**src/rtl/net_cmd_pkg.sv**
```systemverilog
// shared constants of the configuration command interpreter
package net_cmd_pkg;
  // ****************************************
  // clock and times
  // ****************************************
  localparam int CLK_KHZ = 25000;
  localparam int SWITCH_WINDOW_MS = 1;
  localparam int WAKE_TIME_MS = 4;
  localparam int FULL_RESET_MS = 15;
  localparam int STACK_INIT_MS = 5;
  localparam int NV_SAVE_US = 30;
  localparam int WAKE_LOW_US = 35;
  // least times round up to whole cycles
  localparam int NV_SAVE_CYC = (NV_SAVE_US * CLK_KHZ + 999) / 1000;
  localparam int WAKE_LOW_CYC = (WAKE_LOW_US * CLK_KHZ + 999) / 1000;
  localparam int TMR_W = 20;
  // ****************************************
  // command codes
  // ****************************************
  localparam logic [7:0] line_speed_set_cmd = 8'h02;
  localparam logic [7:0] sleep_cmd = 8'h03;
  localparam logic [7:0] full_reset_cmd = 8'h05;
  localparam logic [7:0] invert_echo_cmd = 8'h06;
  localparam logic [7:0] global_event_query_cmd = 8'h29;
  localparam logic [7:0] link_mode_cmd = 8'h20;
  localparam logic [7:0] hw_address_set_cmd = 8'h21;
  localparam logic [7:0] host_address_set_cmd = 8'h22;
  localparam logic [7:0] gateway_set_cmd = 8'h23;
  localparam logic [7:0] mask_set_cmd = 8'h24;
  localparam logic [7:0] rx_filter_set_cmd = 8'h25;
  localparam logic [7:0] phy_status_query_cmd = 8'h26;
  localparam logic [7:0] stack_init_cmd = 8'h27;
  localparam logic [7:0] unreachable_info_query_cmd = 8'h28;
  // ****************************************
  // lengths, codes, reset values
  // ****************************************
  localparam logic [3:0] LEN_NONE = 4'h0;
  localparam logic [3:0] LEN_ONE = 4'h1;
  localparam logic [3:0] LEN_SPEED = 4'h3;
  localparam logic [3:0] LEN_ADDR = 4'h4;
  localparam logic [3:0] LEN_HW = 4'h6;
  localparam logic [3:0] LEN_UNREACH = 4'h8;
  localparam logic [3:0] LEN_FILTER = 4'h9;
  localparam logic [7:0] RESULT_OK = 8'h00;
  localparam logic [23:0] SPEED_DEFAULT = 24'h00_2580;
  localparam logic [7:0] LINK_AUTO = 8'h20;
  localparam logic [31:0] MASK_DEFAULT = 32'h00FF_FFFF;
  localparam logic [4:0] FILTER_DEFAULT = 5'h19;
  localparam int FLT_GROUP_BIT = 2;
  localparam logic [2:0] STRAP_FLOAT = 3'h7;
  localparam logic [5:0] PIN_IDLE = 6'h3F;
  localparam logic [2:0] BOOT_TAKE = 3'h3;
  localparam logic [1:0] HOST_SERIAL = 2'h0;
  localparam logic [1:0] HOST_SPI = 2'h1;
endpackage

```
**src/rtl/cycle_timer.sv**
```systemverilog
// saturating cycle counter with a compare limit
`timescale 1ns/1ps
module cycle_timer #(
  parameter int W = 20
) (
  input wire logic clk_i,
  input wire logic reset_i,
  input wire logic ce_i,
  input wire logic clear_i,
  input wire logic [W-1:0] limit_i,
  output logic done_o
);
  logic [W-1:0] cnt_r;

  assign done_o = (cnt_r >= limit_i);

  always_ff @(posedge clk_i or posedge reset_i) begin
    if (reset_i) begin
      cnt_r <= '0;
    end else if (ce_i) begin
      if (clear_i) begin
        cnt_r <= '0;
      end else if (!done_o) begin
        cnt_r <= cnt_r + 1'b1;
      end
    end
  end
endmodule

```
**src/rtl/net_stack_config_commands.sv**
```systemverilog
// configuration and status command interpreter of the network stack device
// How it works
// - floating straps give 9600 bps after reset
// - speed is coefficients 2,1,0 as bytes
// - answer at new speed after switch window
// - sleep powers down mac, phy, link
// - wake after select or rx low 35us
// - wake takes 4 ms, bytes ignored
// - full reset holds about 15 ms
// - echo returns complement of its byte
// - link mode codes, auto negotiation default
// - link mode change restarts mac and phy
// - six byte hardware address saved, 30us
// - address bytes stored low byte first
// - mask defaults to 255.255.255.0
// - filter byte bits 4 to 0
// - filter reset: broadcast, receive, transmit on
// - group table used only with multicast
// - phy query returns one code byte
// - init takes about 5 ms, busy meanwhile
// - unreachable reply: code, protocol, port, address
// - global status bits seven to one
// - bit zero flags recorded unreachable event
// - answered status clears, interrupt released
`timescale 1ns/1ps
module net_stack_config_commands
  import net_cmd_pkg::*;
#(
  parameter int SWITCH_CYC = SWITCH_WINDOW_MS * CLK_KHZ,
  parameter int WAKE_CYC = WAKE_TIME_MS * CLK_KHZ,
  parameter int RESET_CYC = FULL_RESET_MS * CLK_KHZ,
  parameter int INIT_CYC = STACK_INIT_MS * CLK_KHZ,
  // arbitrary factory address
  parameter logic [47:0] HW_ADDR_INIT = 48'h0000_0000_0000,
  parameter logic [23:0] ALT_SPEED = 24'h01_C200
) (
  input wire logic clk_i,
  input wire logic reset_i,
  input wire logic ce_i,
  input wire logic [1:0] host_mode_i,
  input wire logic [2:0] strap_i,
  input wire logic serial_rx_i,
  input wire logic serial_select_n_i,
  input wire logic parallel_select_n_i,
  input wire logic rx_valid_i,
  input wire logic cmd_start_i,
  input wire logic [7:0] rx_byte_i,
  input wire logic [7:0] phy_status_i,
  input wire logic [3:0] conn_event_i,
  input wire logic lease_event_i,
  input wire logic link_change_event_i,
  input wire logic address_clash_event_i,
  input wire logic unreach_log_i,
  input wire logic [7:0] unreach_code_i,
  input wire logic [7:0] unreach_proto_i,
  input wire logic [15:0] unreach_port_i,
  input wire logic [31:0] unreach_addr_i,
  output logic tx_valid_o,
  output logic [7:0] tx_byte_o,
  output logic [23:0] line_speed_o,
  output logic busy_o,
  output logic power_down_o,
  output logic soft_reset_o,
  output logic [7:0] link_mode_o,
  output logic link_restart_o,
  output logic [47:0] hw_addr_o,
  output logic nv_write_o,
  output logic [31:0] host_addr_o,
  output logic [31:0] gateway_o,
  output logic [31:0] mask_o,
  output logic [4:0] filter_mode_o,
  output logic [63:0] group_table_o,
  output logic stack_init_o,
  output logic irq_n_o
);
  typedef enum logic [2:0] {
    S_IDLE, S_PARAM, S_EXEC, S_WAIT, S_REPLY, S_SLEEP, S_WAKE, S_RESET
  } state_t;

  localparam logic [TMR_W-1:0] SWITCH_LIM = TMR_W'(SWITCH_CYC);
  localparam logic [TMR_W-1:0] WAKE_LIM = TMR_W'(WAKE_CYC);
  localparam logic [TMR_W-1:0] RESET_LIM = TMR_W'(RESET_CYC);
  localparam logic [TMR_W-1:0] INIT_LIM = TMR_W'(INIT_CYC);
  localparam logic [TMR_W-1:0] NV_LIM = TMR_W'(NV_SAVE_CYC);
  localparam logic [TMR_W-1:0] LOW_LIM = TMR_W'(WAKE_LOW_CYC);

  state_t state_r, state_nxt;
  logic [5:0] pins_m_r, pins_s_r;
  logic [2:0] boot_r;
  logic [7:0] cmd_r;
  logic [3:0] need_r, cnt_r, reply_len_r, new_len;
  logic [71:0] param_r;
  logic [63:0] reply_r;
  logic [7:0] status_r, status_nxt, set_vec, clr_vec;
  logic [7:0] unr_code_r, unr_proto_r;
  logic [15:0] unr_port_r;
  logic [31:0] unr_addr_r;
  logic unreach_set_r, irq_n_r;
  logic [63:0] table_r;
  logic [TMR_W-1:0] tmr_limit;
  logic new_cmd, param_in, last_param, tmr_done, wake_done, wake_line;
  logic exec_speed, exec_hw, exec_link, glob_clear, cfg_clear;

  // ****************************************
  // pin synchronisers and strap capture
  // ****************************************
  always_ff @(posedge clk_i or posedge reset_i) begin
    if (reset_i) begin
      pins_m_r <= PIN_IDLE;
      pins_s_r <= PIN_IDLE;
    end else if (ce_i) begin
      pins_m_r <= {strap_i, parallel_select_n_i, serial_select_n_i, serial_rx_i};
      pins_s_r <= pins_m_r;
    end
  end

  assign wake_line = (host_mode_i == HOST_SERIAL) ? pins_s_r[0] :
                     (host_mode_i == HOST_SPI) ? pins_s_r[1] : pins_s_r[2];

  // ****************************************
  // command decode
  // ****************************************
  always_comb begin
    case (rx_byte_i)
      line_speed_set_cmd: new_len = LEN_SPEED;
      invert_echo_cmd, link_mode_cmd: new_len = LEN_ONE;
      hw_address_set_cmd: new_len = LEN_HW;
      host_address_set_cmd, gateway_set_cmd, mask_set_cmd: new_len = LEN_ADDR;
      rx_filter_set_cmd: new_len = LEN_FILTER;
      default: new_len = LEN_NONE;
    endcase
  end

  // bytes arriving while waking, resetting or busy are dropped
  assign new_cmd = rx_valid_i & cmd_start_i & (state_r == S_IDLE || state_r == S_PARAM);
  assign param_in = rx_valid_i & ~cmd_start_i & (state_r == S_PARAM);
  assign last_param = param_in & (cnt_r == need_r - 4'h1);
  assign exec_speed = (state_r == S_EXEC) & (cmd_r == line_speed_set_cmd);
  assign exec_hw = (state_r == S_EXEC) & (cmd_r == hw_address_set_cmd);
  assign exec_link = (state_r == S_EXEC) & (cmd_r == link_mode_cmd);
  assign glob_clear = (state_r == S_REPLY) & (reply_len_r == LEN_ONE)
                      & (cmd_r == global_event_query_cmd);
  assign cfg_clear = (state_r == S_RESET) & tmr_done;

  always_comb begin
    state_nxt = state_r;
    case (state_r)
      S_IDLE, S_PARAM: begin
        if (new_cmd && new_len != LEN_NONE) begin
          state_nxt = S_PARAM;
        end else if (new_cmd) begin
          case (rx_byte_i)
            sleep_cmd: state_nxt = S_SLEEP;
            full_reset_cmd: state_nxt = S_RESET;
            stack_init_cmd: state_nxt = S_WAIT;
            phy_status_query_cmd, unreachable_info_query_cmd,
            global_event_query_cmd: state_nxt = S_REPLY;
            default: state_nxt = S_IDLE;
          endcase
        end else if (last_param) begin
          state_nxt = S_EXEC;
        end
      end
      S_EXEC: begin
        if (exec_speed || exec_hw) begin
          state_nxt = S_WAIT;
        end else if (cmd_r == invert_echo_cmd) begin
          state_nxt = S_REPLY;
        end else begin
          state_nxt = S_IDLE;
        end
      end
      S_WAIT: begin
        if (tmr_done) begin
          state_nxt = (reply_len_r != LEN_NONE) ? S_REPLY : S_IDLE;
        end
      end
      S_REPLY: begin
        if (reply_len_r == LEN_ONE) begin
          state_nxt = S_IDLE;
        end
      end
      S_SLEEP: begin
        if (wake_done) begin
          state_nxt = S_WAKE;
        end
      end
      S_WAKE, S_RESET: begin
        if (tmr_done) begin
          state_nxt = S_IDLE;
        end
      end
      default: state_nxt = S_IDLE;
    endcase
  end

  // ****************************************
  // timers
  // ****************************************
  assign tmr_limit = (state_r == S_WAKE) ? WAKE_LIM :
                     (state_r == S_RESET) ? RESET_LIM :
                     (cmd_r == line_speed_set_cmd) ? SWITCH_LIM :
                     (cmd_r == hw_address_set_cmd) ? NV_LIM : INIT_LIM;

  cycle_timer #(.W(TMR_W)) step_timer (
    .clk_i(clk_i),
    .reset_i(reset_i),
    .ce_i(ce_i),
    .clear_i(state_nxt != state_r),
    .limit_i(tmr_limit),
    .done_o(tmr_done)
  );

  // any high sample restarts the low-time count
  cycle_timer #(.W(TMR_W)) wake_timer (
    .clk_i(clk_i),
    .reset_i(reset_i),
    .ce_i(ce_i),
    .clear_i(wake_line || state_r != S_SLEEP),
    .limit_i(LOW_LIM),
    .done_o(wake_done)
  );

  // ****************************************
  // command state, parameters and replies
  // ****************************************
  always_ff @(posedge clk_i or posedge reset_i) begin
    if (reset_i) begin
      state_r <= S_IDLE;
      cmd_r <= 8'h00;
      need_r <= LEN_NONE;
      cnt_r <= LEN_NONE;
      param_r <= '0;
      reply_r <= '0;
      reply_len_r <= LEN_NONE;
    end else if (ce_i) begin
      state_r <= state_nxt;
      if (new_cmd) begin
        cmd_r <= rx_byte_i;
        need_r <= new_len;
        cnt_r <= LEN_NONE;
        param_r <= '0;
        reply_len_r <= LEN_ONE;
        case (rx_byte_i)
          phy_status_query_cmd: reply_r <= {56'h0, phy_status_i};
          global_event_query_cmd: reply_r <= {56'h0, status_r};
          unreachable_info_query_cmd: begin
            reply_r <= {unr_addr_r, unr_port_r, unr_proto_r, unr_code_r};
            reply_len_r <= LEN_UNREACH;
          end
          default: reply_len_r <= LEN_NONE;
        endcase
      end else if (param_in) begin
        param_r[{cnt_r, 3'b000} +: 8] <= rx_byte_i;
        cnt_r <= cnt_r + 4'h1;
      end else if (state_r == S_EXEC) begin
        reply_len_r <= (exec_speed || cmd_r == invert_echo_cmd) ? LEN_ONE : LEN_NONE;
        reply_r <= exec_speed ? {56'h0, RESULT_OK} : {56'h0, ~param_r[7:0]};
      end else if (state_r == S_REPLY) begin
        reply_r <= reply_r >> 8;
        reply_len_r <= reply_len_r - 4'h1;
      end
    end
  end

  // ****************************************
  // configuration registers
  // ****************************************
  always_ff @(posedge clk_i or posedge reset_i) begin
    if (reset_i) begin
      boot_r <= 3'h0;
      line_speed_o <= SPEED_DEFAULT;
      link_mode_o <= LINK_AUTO;
      hw_addr_o <= HW_ADDR_INIT;
      host_addr_o <= 32'h0000_0000;
      gateway_o <= 32'h0000_0000;
      mask_o <= MASK_DEFAULT;
      filter_mode_o <= FILTER_DEFAULT;
      table_r <= '0;
    end else if (ce_i) begin
      boot_r <= cfg_clear ? 3'h0 : {boot_r[1:0], 1'b1};
      if (boot_r == BOOT_TAKE) begin
        line_speed_o <= (pins_s_r[5:3] == STRAP_FLOAT) ? SPEED_DEFAULT : ALT_SPEED;
      end else if (exec_speed) begin
        line_speed_o <= param_r[23:0];
      end
      if (cfg_clear) begin
        link_mode_o <= LINK_AUTO;
        host_addr_o <= 32'h0000_0000;
        gateway_o <= 32'h0000_0000;
        mask_o <= MASK_DEFAULT;
        filter_mode_o <= FILTER_DEFAULT;
        table_r <= '0;
      end else if (state_r == S_EXEC) begin
        case (cmd_r)
          link_mode_cmd: link_mode_o <= param_r[7:0];
          hw_address_set_cmd: hw_addr_o <= param_r[47:0];
          host_address_set_cmd: host_addr_o <= param_r[31:0];
          gateway_set_cmd: gateway_o <= param_r[31:0];
          mask_set_cmd: mask_o <= param_r[31:0];
          rx_filter_set_cmd: begin
            filter_mode_o <= param_r[4:0];
            table_r <= param_r[71:8];
          end
          default: table_r <= table_r;
        endcase
      end
    end
  end

  // ****************************************
  // event status and outputs
  // ****************************************
  assign set_vec = {conn_event_i, lease_event_i, link_change_event_i,
                    address_clash_event_i, unreach_set_r};
  // a status answer clears only the bits that were reported, so a late event survives; full reset clears all
  assign clr_vec = cfg_clear ? 8'hFF : (glob_clear ? reply_r[7:0] : 8'h00);
  assign status_nxt = (status_r & ~clr_vec) | set_vec;

  always_ff @(posedge clk_i or posedge reset_i) begin
    if (reset_i) begin
      status_r <= 8'h00;
      irq_n_r <= 1'b1;
      unreach_set_r <= 1'b0;
      unr_code_r <= 8'h00;
      unr_proto_r <= 8'h00;
      unr_port_r <= 16'h0000;
      unr_addr_r <= 32'h0000_0000;
    end else if (ce_i) begin
      status_r <= status_nxt;
      irq_n_r <= ~|status_nxt;
      unreach_set_r <= unreach_log_i;
      if (unreach_log_i) begin
        unr_code_r <= unreach_code_i;
        unr_proto_r <= unreach_proto_i;
        unr_port_r <= unreach_port_i;
        unr_addr_r <= unreach_addr_i;
      end
    end
  end

  always_ff @(posedge clk_i or posedge reset_i) begin
    if (reset_i) begin
      tx_valid_o <= 1'b0;
      tx_byte_o <= 8'h00;
      busy_o <= 1'b0;
      power_down_o <= 1'b0;
      soft_reset_o <= 1'b0;
      link_restart_o <= 1'b0;
      nv_write_o <= 1'b0;
      stack_init_o <= 1'b0;
      group_table_o <= '0;
    end else if (ce_i) begin
      tx_valid_o <= (state_r == S_REPLY);
      tx_byte_o <= reply_r[7:0];
      busy_o <= (state_nxt == S_WAIT || state_nxt == S_WAKE || state_nxt == S_RESET);
      power_down_o <= (state_nxt == S_SLEEP);
      soft_reset_o <= (state_nxt == S_RESET);
      link_restart_o <= exec_link;
      nv_write_o <= exec_hw;
      stack_init_o <= new_cmd && rx_byte_i == stack_init_cmd;
      group_table_o <= filter_mode_o[FLT_GROUP_BIT] ? table_r : 64'h0;
    end
  end
  assign irq_n_o = irq_n_r;

  // ****************************************
  // assertions
  // ****************************************
  logic [TMR_W-1:0] low_cnt_r;
  always_ff @(posedge clk_i or posedge reset_i) begin
    if (reset_i) begin
      low_cnt_r <= '0;
    end else if (ce_i) begin
      low_cnt_r <= wake_line ? '0 : low_cnt_r + TMR_W'(low_cnt_r != '1);
    end
  end
endmodule

```
**config.mk**
```make
export PLATFORM = sky130hd
export DESIGN_NAME = net_stack_config_commands
export DESIGN_NICKNAME = d
export VERILOG_FILES = /design/src/rtl/net_cmd_pkg.sv /design/src/rtl/cycle_timer.sv /design/src/rtl/net_stack_config_commands.sv
export SDC_FILE = /design/constraint.sdc
export NUM_CORES = 1
export LEC_CHECK = 0
export BUFFER_PORTS_ARGS = -buffer_cell sky130_fd_sc_hd__buf_2
export CAP_MARGIN = 20
export CORE_UTILIZATION = 25
export CTS_CLUSTER_SIZE = 12
export DETAILED_ROUTE_END_ITERATION = 12
export SYNTH_ARGS = -nofsm -noshare
export SYNTH_HDL_FRONTEND = slang
export SYNTH_SLANG_ARGS = --single-unit
export TNS_END_PERCENT = 30
```
**constraint.sdc**
```tcl
create_clock -name clk_i -period 43.3 [get_ports clk_i]
set_input_delay 12.99 -clock clk_i [delete_from_list [all_inputs] [get_ports clk_i]]
set_output_delay 12.99 -clock clk_i [all_outputs]
set_load 0.01 [all_outputs]
```
==> impl_metrics.tcl <==
set metrics [dict create \
    dp_hpwl_mm 56.17 \
    synth_warnings 0 \
    fmax_ghz 0.06302 \
    yosys.cell_types.count 83 \
    gp_congestion 0.8190 \
    cts_made_buffers 74 \
    cts.sinks 612 \
    status "finished, final reports clean" \
    grt_antenna_before_repair 38 \
    p_clk_frac 0.402 \
    overflow 0 \
    areaGrowthSynthToFinish_pct 22.01 \
    ioPinCount 362 \
    rr_worst_depth 12 \
    grt_max_degree 162 \
    synth_nets 2569 \
    switching_share 0.3075 \
    drt_pre_antenna_iters 5 \
    grt_pass1_vias 18964 \
    tightest_slew_ns 1.139 \
    timing_hold_violations_final 0 \
    avgViaCountPerCell 4.685 \
    multiInputGateArea_mm2 0.009572 \
    place.port_buffers 361 \
    root_buffer "clkbuf_16" \
    hp-class "reg -> reg" \
    syn_area_per_cell_um2 10.63 \
    setup_slack_ns 27.43 \
    ant_nets 0 \
    synth-edff-count 0 \
    final_common_cell "dfrtp_1" \
    finalWirelength_mm 82.16 \
    finalNonFillerCells 4179 \
    clk_latency_ns 0.63 \
    drive_gt1_frac 0.2540 \
    dr_wl_met3_mm 6.958 \
    final_cell_mix "566 x dfrtp_1, 396 x nand2_1, 360 x buf_2, 320 x o21ai_0, 139 x nand3_1" \
    placed_area_mm2 0.02915 \
    switchingPower_uw 492.9 \
    vias 19580 \
    r2r_setup_slack_ns 37.70 \
    regArea_mm2 0.01537 \
    combPwrFrac 0.159 \
    n_fill_cell 10556 \
    die_x_um 324.3 \
    slew_viol_final 0 \
    fin_crit_ns 15.87 \
    cts_tree "built" \
    yosys_register_bits 612 \
    final_area_mm2 0.03168 \
    top_layer "met5" \
    powerDensity_mw_per_mm2 50.60 \
    track_usage 0.1548 \
    drt_first_iter_violations 1499 \
    avgRoutedWirePerCell_um 19.66 \
    power_leakage_uw 0.01453 \
    post-place-ws_ns 26.71 \
    die_area_mm2 0.1052 \
    max_slew_margin 0.2374 \
    fin_util 0.3096 \
    synthArstFlopShare 1.000 \
    maxCapViolCount 0 \
    critPathMostFrequentCell "buf_4" \
    cp_max_fo 78 \
    startpoint_type "input port" \
    fin_crit_sh 0.3664 \
    ctsHtreeMaxLevel 3 \
    worstPathArrival_ns 16.40 \
    grt_pass1_wl_mm 123.4 \
    cp_slowest_cell "buf_4" \
    cp_slowest_stage_delay_ns 0.76 \
    synth_top_flop_cell "dfrtp_1" \
    peakVddDrop_uv 30.45 \
    rsz0062_at_grt "no" \
    setup-tns-final_ns 0 \
    drc_errors 0 \
    setup_viol 0 \
    seq_power_share 0.439 \
    final_nets 2875 \
    hold_depth 2 \
    cts_resized 0 \
    clock_path_buffers 3 \
    cts.clk_slew.worst_paths_ns 0.06 \
    worst_clock_skew_ns 0.02503 \
    die_h_um 324.3 \
    required_ns 43.83 \
    placedCellCount 4039 \
    intPower_uw 1110 \
    placementRows 117 \
    syn_inst 2442 \
    ys_seq_area_frac 0.5919 \
    endpoint_kind "flop" \
    path_class "in -> reg" \
    met1_length_mm 36.55 \
    core_area_mm2 0.1023 \
    cts_hold_buf 0 \
    synth.cell_area_mm2 0.02597 \
    crit_chain "buf_6 -> buf_4 -> buf_4 -> nand2_1 -> buf_4 -> o21ai_1 -> nand3_1 -> o21ai_0" \
    start_util 0.2538 \
    wl_met2_mm 36.83 \
    post_cts.repair.setup_buffers 0 \
]
[worst max-delay path: cells and delay by family]
kind	cells	cell delay, ns
compound gates	2	0.63
buf+inv	4	2.09
simple gates	2	0.60
[path summary, 6_finish.rpt]
check	startpoint	to
worst max-delay path	ce_i	param_r[52]$_DFFE_PP0P_
worst min-delay path	host_addr_o[20]$_DFFE_PP0P_	host_addr_o[20]$_DFFE_PP0P_
worst max register to register	cmd_r[4]$_DFFE_PP0P_	step_timer.cnt_r[7]$_DFFE_PP0P_
worst min register to register	host_addr_o[20]$_DFFE_PP0P_	host_addr_o[20]$_DFFE_PP0P_
max in group asynchronous	reset_i	hw_addr_o[38]$_DFFE_PP0P_
min in group asynchronous	reset_i	line_speed_o[18]$_DFFE_PP0P_
[Yosys cell counts (all sizes together) (8+ instances only)]
master,number,share of area
a21oi,36,0.0069
a221oi,9,0.0030
a22o,79,0.027
a22oi,53,0.015
a31oi,13,0.0031
a41oi,8,0.0027
and2,10,0.0024
buf,48,0.0095
clkbuf,113,0.016
dfrtp,567,0.55
dfstp,45,0.046
ha,26,0.013
inv,118,0.017
mux2,125,0.054
nand2,399,0.058
nand3,140,0.027
nand4,15,0.0036
nor2,60,0.0087
nor2b,13,0.0031
nor3,26,0.0064
nor4,11,0.0035
o21ai,341,0.066
o22a,24,0.0081
o2bb2ai,9,0.0030
o31ai,14,0.0040
or3,10,0.0024
xnor2,9,0.0030
xor2,9,0.0030
[through the flow]
step,power [µW],hold slack [ns]
global placement,965.0,0.4559
floorplan,860.2,0.4391
CTS,1624,0.4761
detailed placement,970.2,0.4633
finish,1603,0.4696
global route,1682,0.4947
[power by group through the flow]
stage	registers [µW]	logic [µW]	clock network [µW]
3_3_place_gp	713	252	0
5_1_grt	712	286	685
3_5_place_dp	714	256	0
4_1_cts	704	257	663
2_1_floorplan	683	177	0
6_report	704	254	644
[area by class of cell]
type	instances	share of cell area
clock buffers	105	0.06659
inverters	118	0.01422
clock inverters	26	0.01248
well taps	1368	0.05403
multi-input cells	1551	0.3021
flip-flops and latches	612	0.4852
diodes	8	0.0006319
repair buffers	391	0.06473
[metal layers]
| metal | GRT usage | vias up |
|---|---|---|
| met2 | 0.2397 | 536 |
| li1 | - | 9230 |
| met3 | 0.05703 | 147 |
| met4 | 0.03574 | 44 |
| met1 | 0.2044 | 9623 |
| met5 | 0 | - |
[flip-flops by register name, summed over array words and instances, names as in the netlist, 5 cells and up]
| name | cells |
|---|---|
| cmd_r | 8 |
| filter_mode_o | 5 |
| gateway_o | 32 |
| group_table_o | 64 |
| host_addr_o | 32 |
| hw_addr_o | 48 |
| line_speed_o | 24 |
| link_mode_o | 8 |
| mask_o | 32 |
| param_r | 72 |
| pins_m_r | 6 |
| pins_s_r | 6 |
| reply_r | 64 |
| status_r | 8 |
| step_timer.cnt_r | 20 |
| table_r | 64 |
| tx_byte_o | 8 |
| unr_addr_r | 32 |
| unr_code_r | 8 |
| unr_port_r | 16 |
| unr_proto_r | 8 |
| wake_timer.cnt_r | 20 |
[cell families (layout without fill, tap and decap cells)]
| group | after synthesis | count (layout) | share of synthesized area |
|---|---|---|---|
| xor+xnor | 18 | 18 | 0.006071 |
| simple gates | 730 | 730 | 0.1290 |
| other cells | 0 | 8 | 0 |
| flops | 612 | 612 | 0.5919 |
| fa+ha+maj | 26 | 26 | 0.01253 |
| buf+inv | 279 | 640 | 0.04288 |
| mux | 131 | 131 | 0.05652 |
| compound gates | 646 | 646 | 0.1610 |
(Power assumes the default switching activity.)
